**config.mk**
```make
export PLATFORM = sky130hd
export DESIGN_NAME = ssw_supervisor
export DESIGN_NICKNAME = d
export VERILOG_FILES = /design/src/core/ssw_timer.v /design/src/core/ssw_supervisor.v
export VERILOG_INCLUDE_DIRS = /design/src /design/src/inc
export SDC_FILE = /design/constraint.sdc
export NUM_CORES = 1
export LEC_CHECK = 0
export ABC_AREA = 1
export BUFFER_PORTS_ARGS = -buffer_cell sky130_fd_sc_hd__buf_2
export CORE_ASPECT_RATIO = 1.1
export CORE_MARGIN = 5
export CORE_UTILIZATION = 45
export DETAILED_ROUTE_END_ITERATION = 6
export PLACE_DENSITY = 0.6
export RECOVER_POWER = 100
export SYNTH_ARGS = -nofsm -noshare
export SYNTH_HDL_FRONTEND = slang
export SYNTH_SLANG_ARGS = --single-unit
```
**constraint.sdc**
```tcl
create_clock -name clk -period 1.35 [get_ports clk]
set_input_delay 0.135 -clock clk [delete_from_list [all_inputs] [get_ports clk]]
set_output_delay 0.135 -clock clk [all_outputs]
set_load 0.03 [all_outputs]
```
**src/inc/ssw_defs.vh**
```
// Purpose: constants for the supply supervisor with watchdog reset
// Assumes: 50 MHz clock, times given in their own units
// Notes:   definitions only
`ifndef SSW_DEFS_VH
`define SSW_DEFS_VH

// ==========================================================
// clock and times
`define SSW_CLK_HZ        50000000
`define SSW_RELEASE_MS    180
`define SSW_WDOG_MS       1400
`define SSW_TRIP_US       10
`define SSW_MAN_NS        100

// ==========================================================
// derived cycle counts (one millisecond tick drives the timers)
`define SSW_TICK_CYC      (`SSW_CLK_HZ / 1000)
`define SSW_RELEASE_TICKS `SSW_RELEASE_MS
`define SSW_WDOG_TICKS    `SSW_WDOG_MS
`define SSW_TRIP_CYC      ((`SSW_TRIP_US * (`SSW_CLK_HZ / 1000000)))
`define SSW_MAN_CYC       ((`SSW_MAN_NS * (`SSW_CLK_HZ / 1000000)) / 1000)

// ==========================================================
// widths and reset values
`define SSW_TICK_W        16
`define SSW_CNT_W         12
`define SSW_RST_N_INIT    1'b0

`endif

```
**src/core/ssw_timer.v**
```verilog
// Purpose: clearable tick counter with terminal flag
// Assumes: synchronous inputs, one clock
// Notes:   done_q stays high from the terminal count until clr or rst
`timescale 1ns/1ps

module ssw_timer #(
  parameter W    = 12,
  parameter TERM = 180
) (
  // clock and reset
  input  wire         clk,
  input  wire         rst,
  // control
  input  wire         clr,
  input  wire         tick,
  // status
  output reg          done_q
);

  reg [W-1:0] cnt_q;
  localparam [W-1:0] TERM_W = TERM[W-1:0];

  // ==========================================================
  // counter
  always @(posedge clk or posedge rst) begin
    if (rst) begin
      cnt_q  <= {W{1'b0}};
      done_q <= 1'b0;
    end else if (clr) begin
      cnt_q  <= {W{1'b0}};
      done_q <= 1'b0;
    end else if (tick && !done_q) begin
      cnt_q  <= cnt_q + {{(W-1){1'b0}}, 1'b1};
      done_q <= (cnt_q + {{(W-1){1'b0}}, 1'b1}) == TERM_W;
    end
  end

endmodule // ssw_timer

```
**src/core/ssw_supervisor.v**
```verilog
// Purpose: supply supervisor reset generator with watchdog
// Assumes: supply_ok from an external comparator with hysteresis,
//          all inputs synchronous to clk
// Notes:   outputs registered, so every path adds one clock
`timescale 1ns/1ps
`include "ssw_defs.vh"

module ssw_supervisor #(
  parameter TICK_CYC      = `SSW_TICK_CYC,
  parameter RELEASE_TICKS = `SSW_RELEASE_TICKS,
  parameter WDOG_TICKS    = `SSW_WDOG_TICKS,
  parameter WDOG_EN       = 1
) (
  // clock and reset
  input  wire         clk,
  input  wire         rst,
  // monitored inputs
  input  wire         supply_ok,
  input  wire         manual_reset_in_n,
  input  wire         watchdog_kick_in,
  // reset outputs
  output reg          reset_out_n,
  output reg          reset_out,
  // status
  output reg          wdog_fired_q
);

  // ==========================================================
  // states
  localparam [1:0] ST_HOLD = 2'b00;
  localparam [1:0] ST_RUN  = 2'b01;

  reg [1:0]              state_q;
  reg [1:0]              state_d;
  reg [`SSW_TICK_W-1:0]  pre_q;
  reg                    tick_q;
  reg                    kick_q;
  reg                    kick_seen_q;
  wire                   kick_edge;
  wire                   rel_done;
  wire                   wdog_done;
  wire                   force_rst;
  wire                   rel_clr;
  wire                   wdog_clr;
  wire                   wdog_fire;

  // cut to the prescaler width on purpose; TICK_CYC must fit in it
  localparam integer           TICK_LAST_I = TICK_CYC - 1;
  localparam [`SSW_TICK_W-1:0] TICK_LAST   = TICK_LAST_I[`SSW_TICK_W-1:0];

  // ==========================================================
  // timebase: one-cycle tick every TICK_CYC clocks
  always @(posedge clk or posedge rst) begin
    if (rst) begin
      pre_q  <= {`SSW_TICK_W{1'b0}};
      tick_q <= 1'b0;
    end else if (pre_q == TICK_LAST) begin
      pre_q  <= {`SSW_TICK_W{1'b0}};
      tick_q <= 1'b1;
    end else begin
      pre_q  <= pre_q + {{(`SSW_TICK_W-1){1'b0}}, 1'b1};
      tick_q <= 1'b0;
    end
  end

  // ==========================================================
  // kick edge detect; first sample after reset is not an edge
  always @(posedge clk or posedge rst) begin
    if (rst) begin
      kick_q      <= 1'b0;
      kick_seen_q <= 1'b0;
    end else begin
      kick_q      <= watchdog_kick_in;
      kick_seen_q <= 1'b1;
    end
  end

  assign kick_edge = kick_seen_q && (kick_q != watchdog_kick_in);

  // ==========================================================
  // reset causes
  assign force_rst = !supply_ok || !manual_reset_in_n;

  // release delay restarts whenever a cause is present
  assign rel_clr = force_rst || (state_q == ST_RUN);

  // watchdog only runs while released; restarted on kick or timeout
  assign wdog_clr = (WDOG_EN == 0) || kick_edge ||
                    (state_q != ST_RUN);

  ssw_timer #(
    .W    (`SSW_CNT_W),
    .TERM (RELEASE_TICKS)
  ) u_rel (
    .clk    (clk),
    .rst    (rst),
    .clr    (rel_clr),
    .tick   (tick_q),
    .done_q (rel_done)
  );

  ssw_timer #(
    .W    (`SSW_CNT_W),
    .TERM (WDOG_TICKS)
  ) u_wdog (
    .clk    (clk),
    .rst    (rst),
    .clr    (wdog_clr),
    .tick   (tick_q),
    .done_q (wdog_done)
  );

  // timeout while released and no other cause in the same clock
  assign wdog_fire = (state_q == ST_RUN) && !force_rst &&
                     wdog_done;

  // ==========================================================
  // release decision, shared by both reset outputs
  function released_f;
    input       cause;
    input [1:0] st_next;
    begin
      released_f = !cause && (st_next == ST_RUN);
    end
  endfunction

  // ==========================================================
  // state machine
  always @* begin
    state_d = state_q;
    case (state_q)
      ST_HOLD: begin
        if (!force_rst && rel_done)
          state_d = ST_RUN;
      end
      ST_RUN: begin
        if (force_rst)
          state_d = ST_HOLD;
        else if (wdog_done)
          state_d = ST_HOLD;
      end
      default: state_d = ST_HOLD;
    endcase
  end

  // ==========================================================
  // state register
  always @(posedge clk or posedge rst) begin
    if (rst) begin
      state_q <= ST_HOLD;
    end else begin
      state_q <= state_d;
    end
  end

  // ==========================================================
  // reset outputs
  // both come from one decision so they never disagree, even for
  // one clock; the price is one clock of latency on every path
  always @(posedge clk or posedge rst) begin
    if (rst) begin
      reset_out_n <= `SSW_RST_N_INIT;
      reset_out   <= ~`SSW_RST_N_INIT;
    end else begin
      reset_out_n <= released_f(force_rst, state_d);
      reset_out   <= !released_f(force_rst, state_d);
    end
  end

  // ==========================================================
  // watchdog cause flag
  // set only on the timeout itself; a supply or manual cause in the
  // same clock wins, so the flag never blames the watchdog wrongly
  always @(posedge clk or posedge rst) begin
    if (rst) begin
      wdog_fired_q <= 1'b0;
    end else if (wdog_fire) begin
      wdog_fired_q <= 1'b1;
    end else if (state_d == ST_RUN) begin
      wdog_fired_q <= 1'b0;
    end
  end

endmodule // ssw_supervisor

```
Word level (Yosys, flattened, before mapping)
Index checks and enable logic that the tools add are counted.
{"block": "totals", "register_bits": 50, "out_inout_bits": 3, "word_cells": 58}
{"block": "classes", "add_sub_neg": 3, "n_reduce_logical": 20, "mux": 16, "eq_ne": 7}
{"op": "2-to-1 mux 12 bit", "n": 4}
{"op": "adder 12 x 1 -> 12 bit, second input constant", "n": 2}
{"op": "adder 16 x 1 -> 16 bit, second input constant", "n": 1}
{"op": "== test 16 bit, second input constant", "n": 1}
{"op": "2-to-1 mux 16 bit", "n": 1}
{"op": "== test 12 x 11 -> 1 bit, second input constant", "n": 1}
{"op": "== test 12 x 8 -> 1 bit, second input constant", "n": 1}
{"op": "logical AND 1 bit", "n": 7}
{"op": "2-to-1 mux 1 bit", "n": 7}
{"op": "zero test 1 bit", "n": 6}
{"op": "2-to-1 mux 2 bit", "n": 3}
{"op": "nonzero test 2 bit", "n": 3}
{"op": "== test 2 x 1 -> 1 bit, second input constant", "n": 2}
{"op": "one-hot mux 2 bit (2 select lines)", "n": 1}
{"op": "logical OR 1 bit", "n": 3}
{"op": "zero test 2 bit", "n": 1}
{"op": "inequality test 2 x 1 -> 1 bit, second input constant", "n": 1}
{"op": "inequality test 1 bit", "n": 1}

Depth between registers and ports, before layout
Gate-level depths: netlist of the first run.
{"block": "logic_depth", "ltp_word": 9, "ltp_mapped": 10, "depth_no_buf": 10}

Modules after synthesis
From an unflattened synthesis of the first run, not the netlist that was laid out.
{"block": "unflattened", "hier_cells": 390, "hier_area_um2": 2822.7}
{"mod": "ssw_supervisor", "instances": 1, "area_per_inst_um2": 1213.7, "cells_each": 157, "seq_area_each_um2": 601.8}
{"mod": "ssw_timer (u_wdog)", "instances": 1, "area_per_inst_um2": 824.5, "cells_each": 118, "seq_area_each_um2": 325.3}
{"mod": "ssw_timer (u_rel)", "instances": 1, "area_per_inst_um2": 784.5, "cells_each": 115, "seq_area_each_um2": 325.3}

Least setup slack after synthesis of the first run
No wires, ideal clock.
{"block": "synth_path", "path_type": "reg2reg", "startpoint": "reg u_wdog.cnt_q[1]", "endpoint": "reg u_wdog.done_q", "setup_slack_ns": 0.030, "arrival_ns": 1.247, "path_stages_with_launch": 10, "setup_time_ns": 0.073, "period_less_slack_ns": 1.320, "path_buffers": 0, "path_cell_list": "dfrtp_1 -> ha_1 -> inv_1 -> nor2_4 -> nand2_1 -> nand2_1 -> nand3_1 -> nor2_1 -> nand3_1 -> a21oi_2"}
{"block": "synth_via", "elab_chain_cells": 4}
{"item": "start: declaration", "line_no": "ssw_timer.v:20", "source": "reg [W-1:0] cnt_q;"}
{"item": "start signal: assignment", "line_no": "ssw_timer.v:27", "source": "cnt_q <= {W{1'b0}};"}
{"item": "start signal: assignment", "line_no": "ssw_timer.v:30", "source": "cnt_q <= {W{1'b0}};"}
{"item": "start signal: assignment", "line_no": "ssw_timer.v:33", "source": "cnt_q <= cnt_q + {{(W-1){1'b0}}, 1'b1};"}
{"item": "adder 12 x 1 -> 12 bit", "line_no": "ssw_timer.v:34", "source": "done_q <= (cnt_q + {{(W-1){1'b0}}, 1'b1}) == TERM_W;"}
{"item": "== test 12 x 11 -> 1 bit", "line_no": "ssw_timer.v:34"}
{"item": "2-to-1 mux 1 bit", "line_no": "ssw_timer.v:32", "source": "end else if (tick && !done_q) begin"}
{"item": "2-to-1 mux 1 bit", "line_no": "ssw_timer.v:29", "source": "end else if (clr) begin"}
{"item": "end signal: assignment", "line_no": "ssw_timer.v:28", "source": "done_q <= 1'b0;"}
{"item": "end signal: assignment", "line_no": "ssw_timer.v:31", "source": "done_q <= 1'b0;"}
{"item": "end signal: assignment", "line_no": "ssw_timer.v:34"}
{"item": "end: declaration", "line_no": "ssw_timer.v:17", "source": "output reg done_q"}
No other way between the ends. The select of a mux whose other input is x is not followed.
A chain may end at the register's enable or synchronous reset.

Worst setup path after layout of the first run
Same ends and word-level chain as after synthesis.

==> out/metrics.cfg, run 1 <==
[global_route]
grt_pass1_vias = 2386
grt_pass1_wl_um = 10700
antenna_found_initial = 0
grt_start_max_net_pins = 51
grt.overflow.total = 0
grt_usage_pct = 16.8

[placed_design]
port_buffers = 7
hpwlAfterDp_um = 4100
placed_cell_area_um2 = 3140
gp_congestion = 0.882

[clocking]
clockBufferDepth = 2
clk_pin_slew_ns = 0.10
clock_sinks = 50
cts-buffers-inserted = 5
cts_root_buffer = clkbuf_8
cts_tree = yes
cts_max_level = 2
insertion_delay_ns = 0.30

[critical_path]
arrival_ns = 1.75
crit_start = u_wdog.cnt_q[1]
slowest_stage = dfrtp_2
critical_path.max_stage_delay_ns = 0.46
critPathKind = register to register
end_kind = register
cp-start-kind = register
cp_cell_sequence = buf_6, nand2_4, nor2_4, nand3_1, nand2_1, nand2_1, nor2_2, nand3_2, a21oi_2
timing.rr.start = u_wdog.cnt_q[1]
critPathMaxFanout = 7
crit_top_cell = nand2_1
cp.required_ns = 1.60

[routing]
drtPass1Iterations = 4
wl_met3_um = 179
wl_met1_um = 2910
drtAntennaViolNets = 0
drtIter0Drc = 125
routedWlPerCell_um = 13.3
route.detailed.drc = 0
vias_per_cell = 5.08
highest_layer = met4
met2_length_um = 3490
vias = 2558
drt_wl_total_um = 6700

[yosys]
synth_area_um2 = 2730
syn_avg_cell_area_um2 = 7.47
synth_area_leaders = dfrtp_1, nand2_1, inv_1
yosys.area.top_type = dfrtp_1
synth_ff_type = dfrtp_1
yosysWarningCount = 0
synth-async-reset-ratio_pct = 100
syn-num-nets = 374
ys_types = 31
syn_inst = 365
synth_seq_cells = 50
seq_area_frac_synth_pct = 46.0
synth_edf_count = 0
synth_top_area_share_pct = 45.0

[status]
status = finished with violations
violations = negative setup slack

[finish]
drive_gt1_share_pct = 36.5
diodes = 0
nNetsFinal = 435
finalInstanceArea_um2 = 3730
fillCellCount = 504
area_growth_pct = 37.0
final_common_cell = nand2_1
most-common-layout-cells = nand2_1, inv_1, dfrtp_1, buf_4, nand2_2

[timing]
layout_setup_ws_ns = -0.152
tightest_slew_ns = 0.684
rsz0062_at_grt = yes
hold_viol_final = 0
max-slew-margin-rel_pct = 54.4
fmaxAchievable_ghz = 0.666
clock_skew_ns = 0.00684
maxSlewViolCount = 0
fin_crit_sh_pct = 111
min_period_ns = 1.50
finalSetupViolCount = 14
holdWs_ns = 0.204

[floorplanning]
num_io_pins = 8
core_area_um2 = 5840
die_h_um = 91.6
die_area_um2 = 7710
fp.dieW_um = 84.2
rows = 29
initial_core_util_pct = 46.6

[power_and_ir_drop]
max-vdd-ir-drop_mv = 0.558
p_leak_nw = 1.72
power.density_nw_per_um2 = 715

[min_path]
min_from = supply_ok
hp-class = input port to register

[job]
maxCapViolCount = 0

kinds of logic after synthesis:
group / share of synthesized area (%)
AOI/OAI and AO/OA: 7.81
DFF: 46.0
and+or+nand+nor: 34.2
xor gates and xnor gates: 1.61
buffers and inverters: 8.31
adders and majority gates: 1.84
other: 0.276
metrics by stage:
step                TNS (ns)  setup WS (ns)  cells  utilization [%]  power [mW]
finish                -0.887         -0.152    504             63.9        2.67
global route           -3.44         -0.217    504             63.9        2.81
CTS                   -0.253         -0.157    498             58.7        2.70
detailed placement    -0.634         -0.176    482             53.7        1.60
global placement      -0.287         -0.140    482             53.7        1.60
floorplan                  0         0.0155    365                -        1.57
registers in the layout, indices dropped and copies added (netlist names), 2 cells and up:
name,flops
u_rel.cnt_q,12
u_wdog.cnt_q,12
pre_q,16
state_q,2
worst max-delay path: cells and delay by family (launching register included):
kind / cells / cell delay [ns]
AOI/OAI and AO/OA: 1 / 0.12
and+or+nand+nor: 7 / 0.74
DFF: 1 / 0.46
buffers and inverters: 1 / 0.13
cells in the mapped netlist, types with 2 or more instances:
master and instances:
nand3_1 29, nor4_1 2, nor2_1 34, o22ai_1 7
nand2_1 113, inv_1 55, o21ai_0 19, a21oi_2 2
nand4_1 10, o21ai_2 2, a21oi_1 3, ha_1 4
nor2_4 5, dfrtp_1 49, nand2_2 6, conb_1 2
nor2_2 5, xor2_1 5
final cells by class:
type	count	area, um2	area share [%]
tap	77	96.3	2.58
sequential	50	1260	33.7
clock inverter	3	43.8	1.17
inverter	56	218	5.83
multi-input combinational	256	1580	42.3
clock buffer	5	68.8	1.84
timing repair buffer	57	469	12.6
repair_timing:
item / in CTS / in global routing
pin swaps: 20 / 28
setup endpoints to repair: 22 / 41
hold buffers: 2 / 0
setup buffers: 5 / 7
hold endpoints to repair: 50 / 0
resized for setup: 41 / 86
cloned: 1 / 0
worst paths after layout:
path	slack [ns]	end	depth (start not counted)
worst max-delay path	-0.15	u_wdog.done_q	9
worst min-delay path	0.20	u_rel.cnt_q[1]	5
worst max register to register	-0.15	u_wdog.done_q	9
worst min register to register	0.50	wdog_fired_q	1
max in group asynchronous	0.29	u_wdog.cnt_q[2]	4
min in group asynchronous	0.57	pre_q[1]	4
layer usage:
layer / up-vias / global-route usage [%]
met5: - / 0
met4: 0 / 5.23
met3: 13 / 3.23
met2: 51 / 28.4
met1: 1222 / 21.7
li1: 1272 / -
report_power, final:
part | total (mW) | switching [mW] | internal (mW)
Sequential | 1.50 | 0.00213 | 1.50
Combinational | 0.0674 | 0.0465 | 0.0209
Clock | 1.10 | 0.542 | 0.557
Note: power is estimated with default switching activity, not from simulation.
==> run 2: changes to the inputs <==
--- a/config.mk
+++ b/config.mk
@@ -6,7 +6,6 @@
 export SDC_FILE = /design/constraint.sdc
 export NUM_CORES = 1
 export LEC_CHECK = 0
-export ABC_AREA = 1
 export BUFFER_PORTS_ARGS = -buffer_cell sky130_fd_sc_hd__buf_2
 export CORE_ASPECT_RATIO = 1.1
 export CORE_MARGIN = 5
==> run 2 against run 1 <==
  * Via count down 18%
  * Global-route usage up 0.17 points
  * Flip-flop and latch count unchanged
  * Core utilization up 3.3 points
  * Power down 1.7%
  * The flow still finishes with violations (negative setup slack)
  * Hold slack better by 0.17 ns
  * Die area down 7.2%
  * Worst setup slack worse by 0.27 ns
  * Clock power down 4%
  * Register-to-register slack worse by 0.27 ns
==> out/metrics.cfg, run 2 <==
[status]
status = finished with violations
violations = negative setup slack

[yosys]
seq_area_frac_synth_pct = 50.0  ; +4.1 points
yosys.area.top_type = dfrtp_1
synth.most_common_cell = dfrtp_1
syn-num-nets = 268  ; -28%
synth-async-reset-ratio_pct = 100  ; unchanged
synth_top_area_share_pct = 49.0  ; +4.0 points
yosysWarningCount = 0  ; unchanged
syn_inst = 259  ; -29%
synth_area_leaders = dfrtp_1, xnor2_1, nor2_1
ys_types = 45  ; +45%
synth_seq_cells = 50  ; unchanged
syn_avg_cell_area_um2 = 9.67  ; +29%
synth_area_um2 = 2500  ; -8.1%
synth_common_cells = dfrtp_1, nor2_1, nand2_1
synth_ff_type = dfrtp_1
synth_edf_count = 0  ; unchanged

[finish]
multi_input_area_um2 = 1480  ; -6.5%
post-route-util_pct = 67.3  ; +3.3 points
nNetsFinal = 353  ; -19%
reg_top3 = pre_q: 16 flops, u_rel.cnt_q: 12 flops, u_wdog.cnt_q: 12 flops
final_common_cell = buf_4
finalInstanceArea_um2 = 3630  ; -2.8%
top_register = pre_q
largest_reg_flops = 16  ; unchanged
area_growth_pct = 44.9
most-common-layout-cells = buf_4, dfrtp_1, nor2_1, nand2_1, xnor2_1
regArea_um2 = 1260  ; unchanged
diodes = 0  ; unchanged
drive_gt1_share_pct = 41.4  ; +4.9 points
fillCellCount = 452  ; -10%
fin_cells = 420  ; -17%

[critical_path]
timing.rr.start = u_rel.cnt_q[0]
cp-start-kind = register
crit_family = compound AO/OA/AOI/OAI gates
cp.required_ns = 1.59  ; about the same
critPathMaxFanout = 3  ; -4
cp_cell_sequence = ha_2, nand4_1, buf_4, o21ai_0, a311o_1, a211oi_2, a22o_1
critPathKind = register to register
critical_path.max_stage_delay_ns = 0.40  ; -0.06 ns
reg2reg_to = u_rel.done_q
end_kind = register
cp_num_cells = 7  ; -2
critPathBufInv = 1  ; unchanged
rrSetupSlack_ns = -0.42  ; -0.27 ns
arrival_ns = 2.01  ; +0.26 ns
r2r_cells = 7  ; -2
slowest_stage = dfrtp_1

[placed_design]
port_buffers = 7  ; unchanged
hpwlAfterDp_um = 3680  ; -10%
place_inst = 396  ; -18%
place_ws_ns = -0.414  ; -0.237 ns
gp_congestion = 0.858  ; -2.7%
placed_cell_area_um2 = 3130  ; -0.24%

[power_and_ir_drop]
p_leak_nw = 1.58  ; -8.0%
p_total_mw = 2.62  ; -1.7%
power.density_nw_per_um2 = 723  ; +1.2%
max-vdd-ir-drop_mv = 0.475  ; -15%

[routing]
wl_met1_um = 2550  ; -13%
wl_met3_um = 142  ; -21%
drtAntennaViolNets = 0  ; unchanged
route.detailed.drc = 0  ; unchanged
drtPass1Iterations = 4  ; unchanged
highest_layer = met4
vias = 2102  ; -18%
vias_per_cell = 5.00  ; -1.4%
routedWlPerCell_um = 13.3  ; about the same
drtIter0Drc = 73  ; -42%
drt_wl_total_um = 5580  ; -17%
met2_length_um = 2810  ; -20%

[min_path]
hp-class = input port to asynchronous set/reset pin

[floorplanning]
fp.dieW_um = 81.1  ; -3.7%
initial_core_util_pct = 46.4  ; -0.24 points
core_area_um2 = 5400  ; -7.6%
die_area_um2 = 7160  ; -7.2%
num_io_pins = 8  ; unchanged
die_h_um = 88.2  ; -3.7%
rows = 28  ; -3.4%

[clocking]
clockBufferDepth = 2  ; unchanged
cts_root_buffer = clkbuf_8
insertion_delay_ns = 0.30  ; about the same
clock_sinks = 50  ; unchanged
cts_max_level = 2  ; unchanged
cts-buffers-inserted = 5  ; unchanged
cts_tree = yes
clk_pin_slew_ns = 0.09  ; about the same

[timing]
fin_crit_sh_pct = 131  ; +20 points
min_period_ns = 1.77  ; +0.268 ns
finalSetupViolCount = 23  ; +9
rsz0062_at_grt = yes
maxSlewViolCount = 0  ; unchanged
fmaxAchievable_ghz = 0.565  ; -15%
hold_viol_final = 0  ; unchanged
clock_skew_ns = 0.00841  ; +0.00157 ns
setup_tns_ns = -2.53  ; -1.64 ns
holdWs_ns = 0.374  ; +0.170 ns
layout_setup_ws_ns = -0.420  ; -0.268 ns

[global_route]
grt_usage_pct = 16.9  ; +0.17 points
grt_pass1_vias = 2145  ; -10%
grt.overflow.total = 0  ; unchanged
grt_pass1_wl_um = 9620  ; -10%
grt_start_max_net_pins = 40  ; -22%
antenna_found_initial = 0  ; unchanged

[job]
maxCapViolCount = 0  ; unchanged

run 2: cell count changes after synthesis, moves of 12 or more:
cell     change
nand2_1     -88
inv_1       -46
xnor2_1     +20
o21ai_0     -18
nand3_1     -15
xor2_1      +12
run 2: cell families after synthesis:
family,after synthesis,share of synthesized area [%]
muxes,2,0.999
buffers and inverters,16,2.45
DFF,50,50.0
and+or+nand+nor,126,25.1
other,2,0.300
adders and majority gates,4,2.00
xor gates and xnor gates,37,12.9
AOI/OAI and AO/OA,22,6.15
run 2: final cells by class:
class / instances / share of cell area [%]
clock inverter: 2 / 1.03
multi-input combinational: 193 / 40.7
sequential: 50 / 34.7
tap: 75 / 2.59
inverter: 9 / 0.931
clock buffer: 6 / 2.00
timing repair buffer: 85 / 18.1
run 2: how the worst max path moves through the flow:
stage,start,end,slack [ns]
2_1_floorplan,u_rel.cnt_q[0],u_rel.done_q,-0.36
3_3_place_gp,u_rel.cnt_q[0],u_rel.done_q,-0.35
3_5_place_dp,u_rel.cnt_q[0],u_rel.done_q,-0.41
4_1_cts,u_rel.cnt_q[0],u_rel.done_q,-0.40
5_1_grt,u_rel.cnt_q[0],u_rel.done_q,-0.51
6_report,u_rel.cnt_q[0],u_rel.done_q,-0.42
run 2: routing by layer:
| metal | vias up | global-route usage (%) |
|---|---|---|
| met2 | 21 | 29.2 |
| met3 | 8 | 3.26 |
| li1 | 1049 | - |
| met5 | - | 0 |
| met1 | 1024 | 21.7 |
| met4 | 0 | 4.76 |
run 2: repair_timing:
item | CTS | global route
hold endpoints to repair | 12 | 0
hold buffers | 2 | 0
resized for setup | 27 | 45
pin swaps | 15 | 26
endpoints found under the setup margin | 32 | 35
setup buffers | 9 | 6
run 2: where the power goes:
group	leakage, nW	switching (mW)	internal, mW
combinational	0.865	0.0425	0.0169
sequential	0.667	0.00201	1.50
clock	0.0514	0.509	0.554
run 2: tightest hold or removal path, stage by stage:
cell and delay, ns:
dlygate4sd3_1 0.53, buf_2 0.12, inv_1 0.34
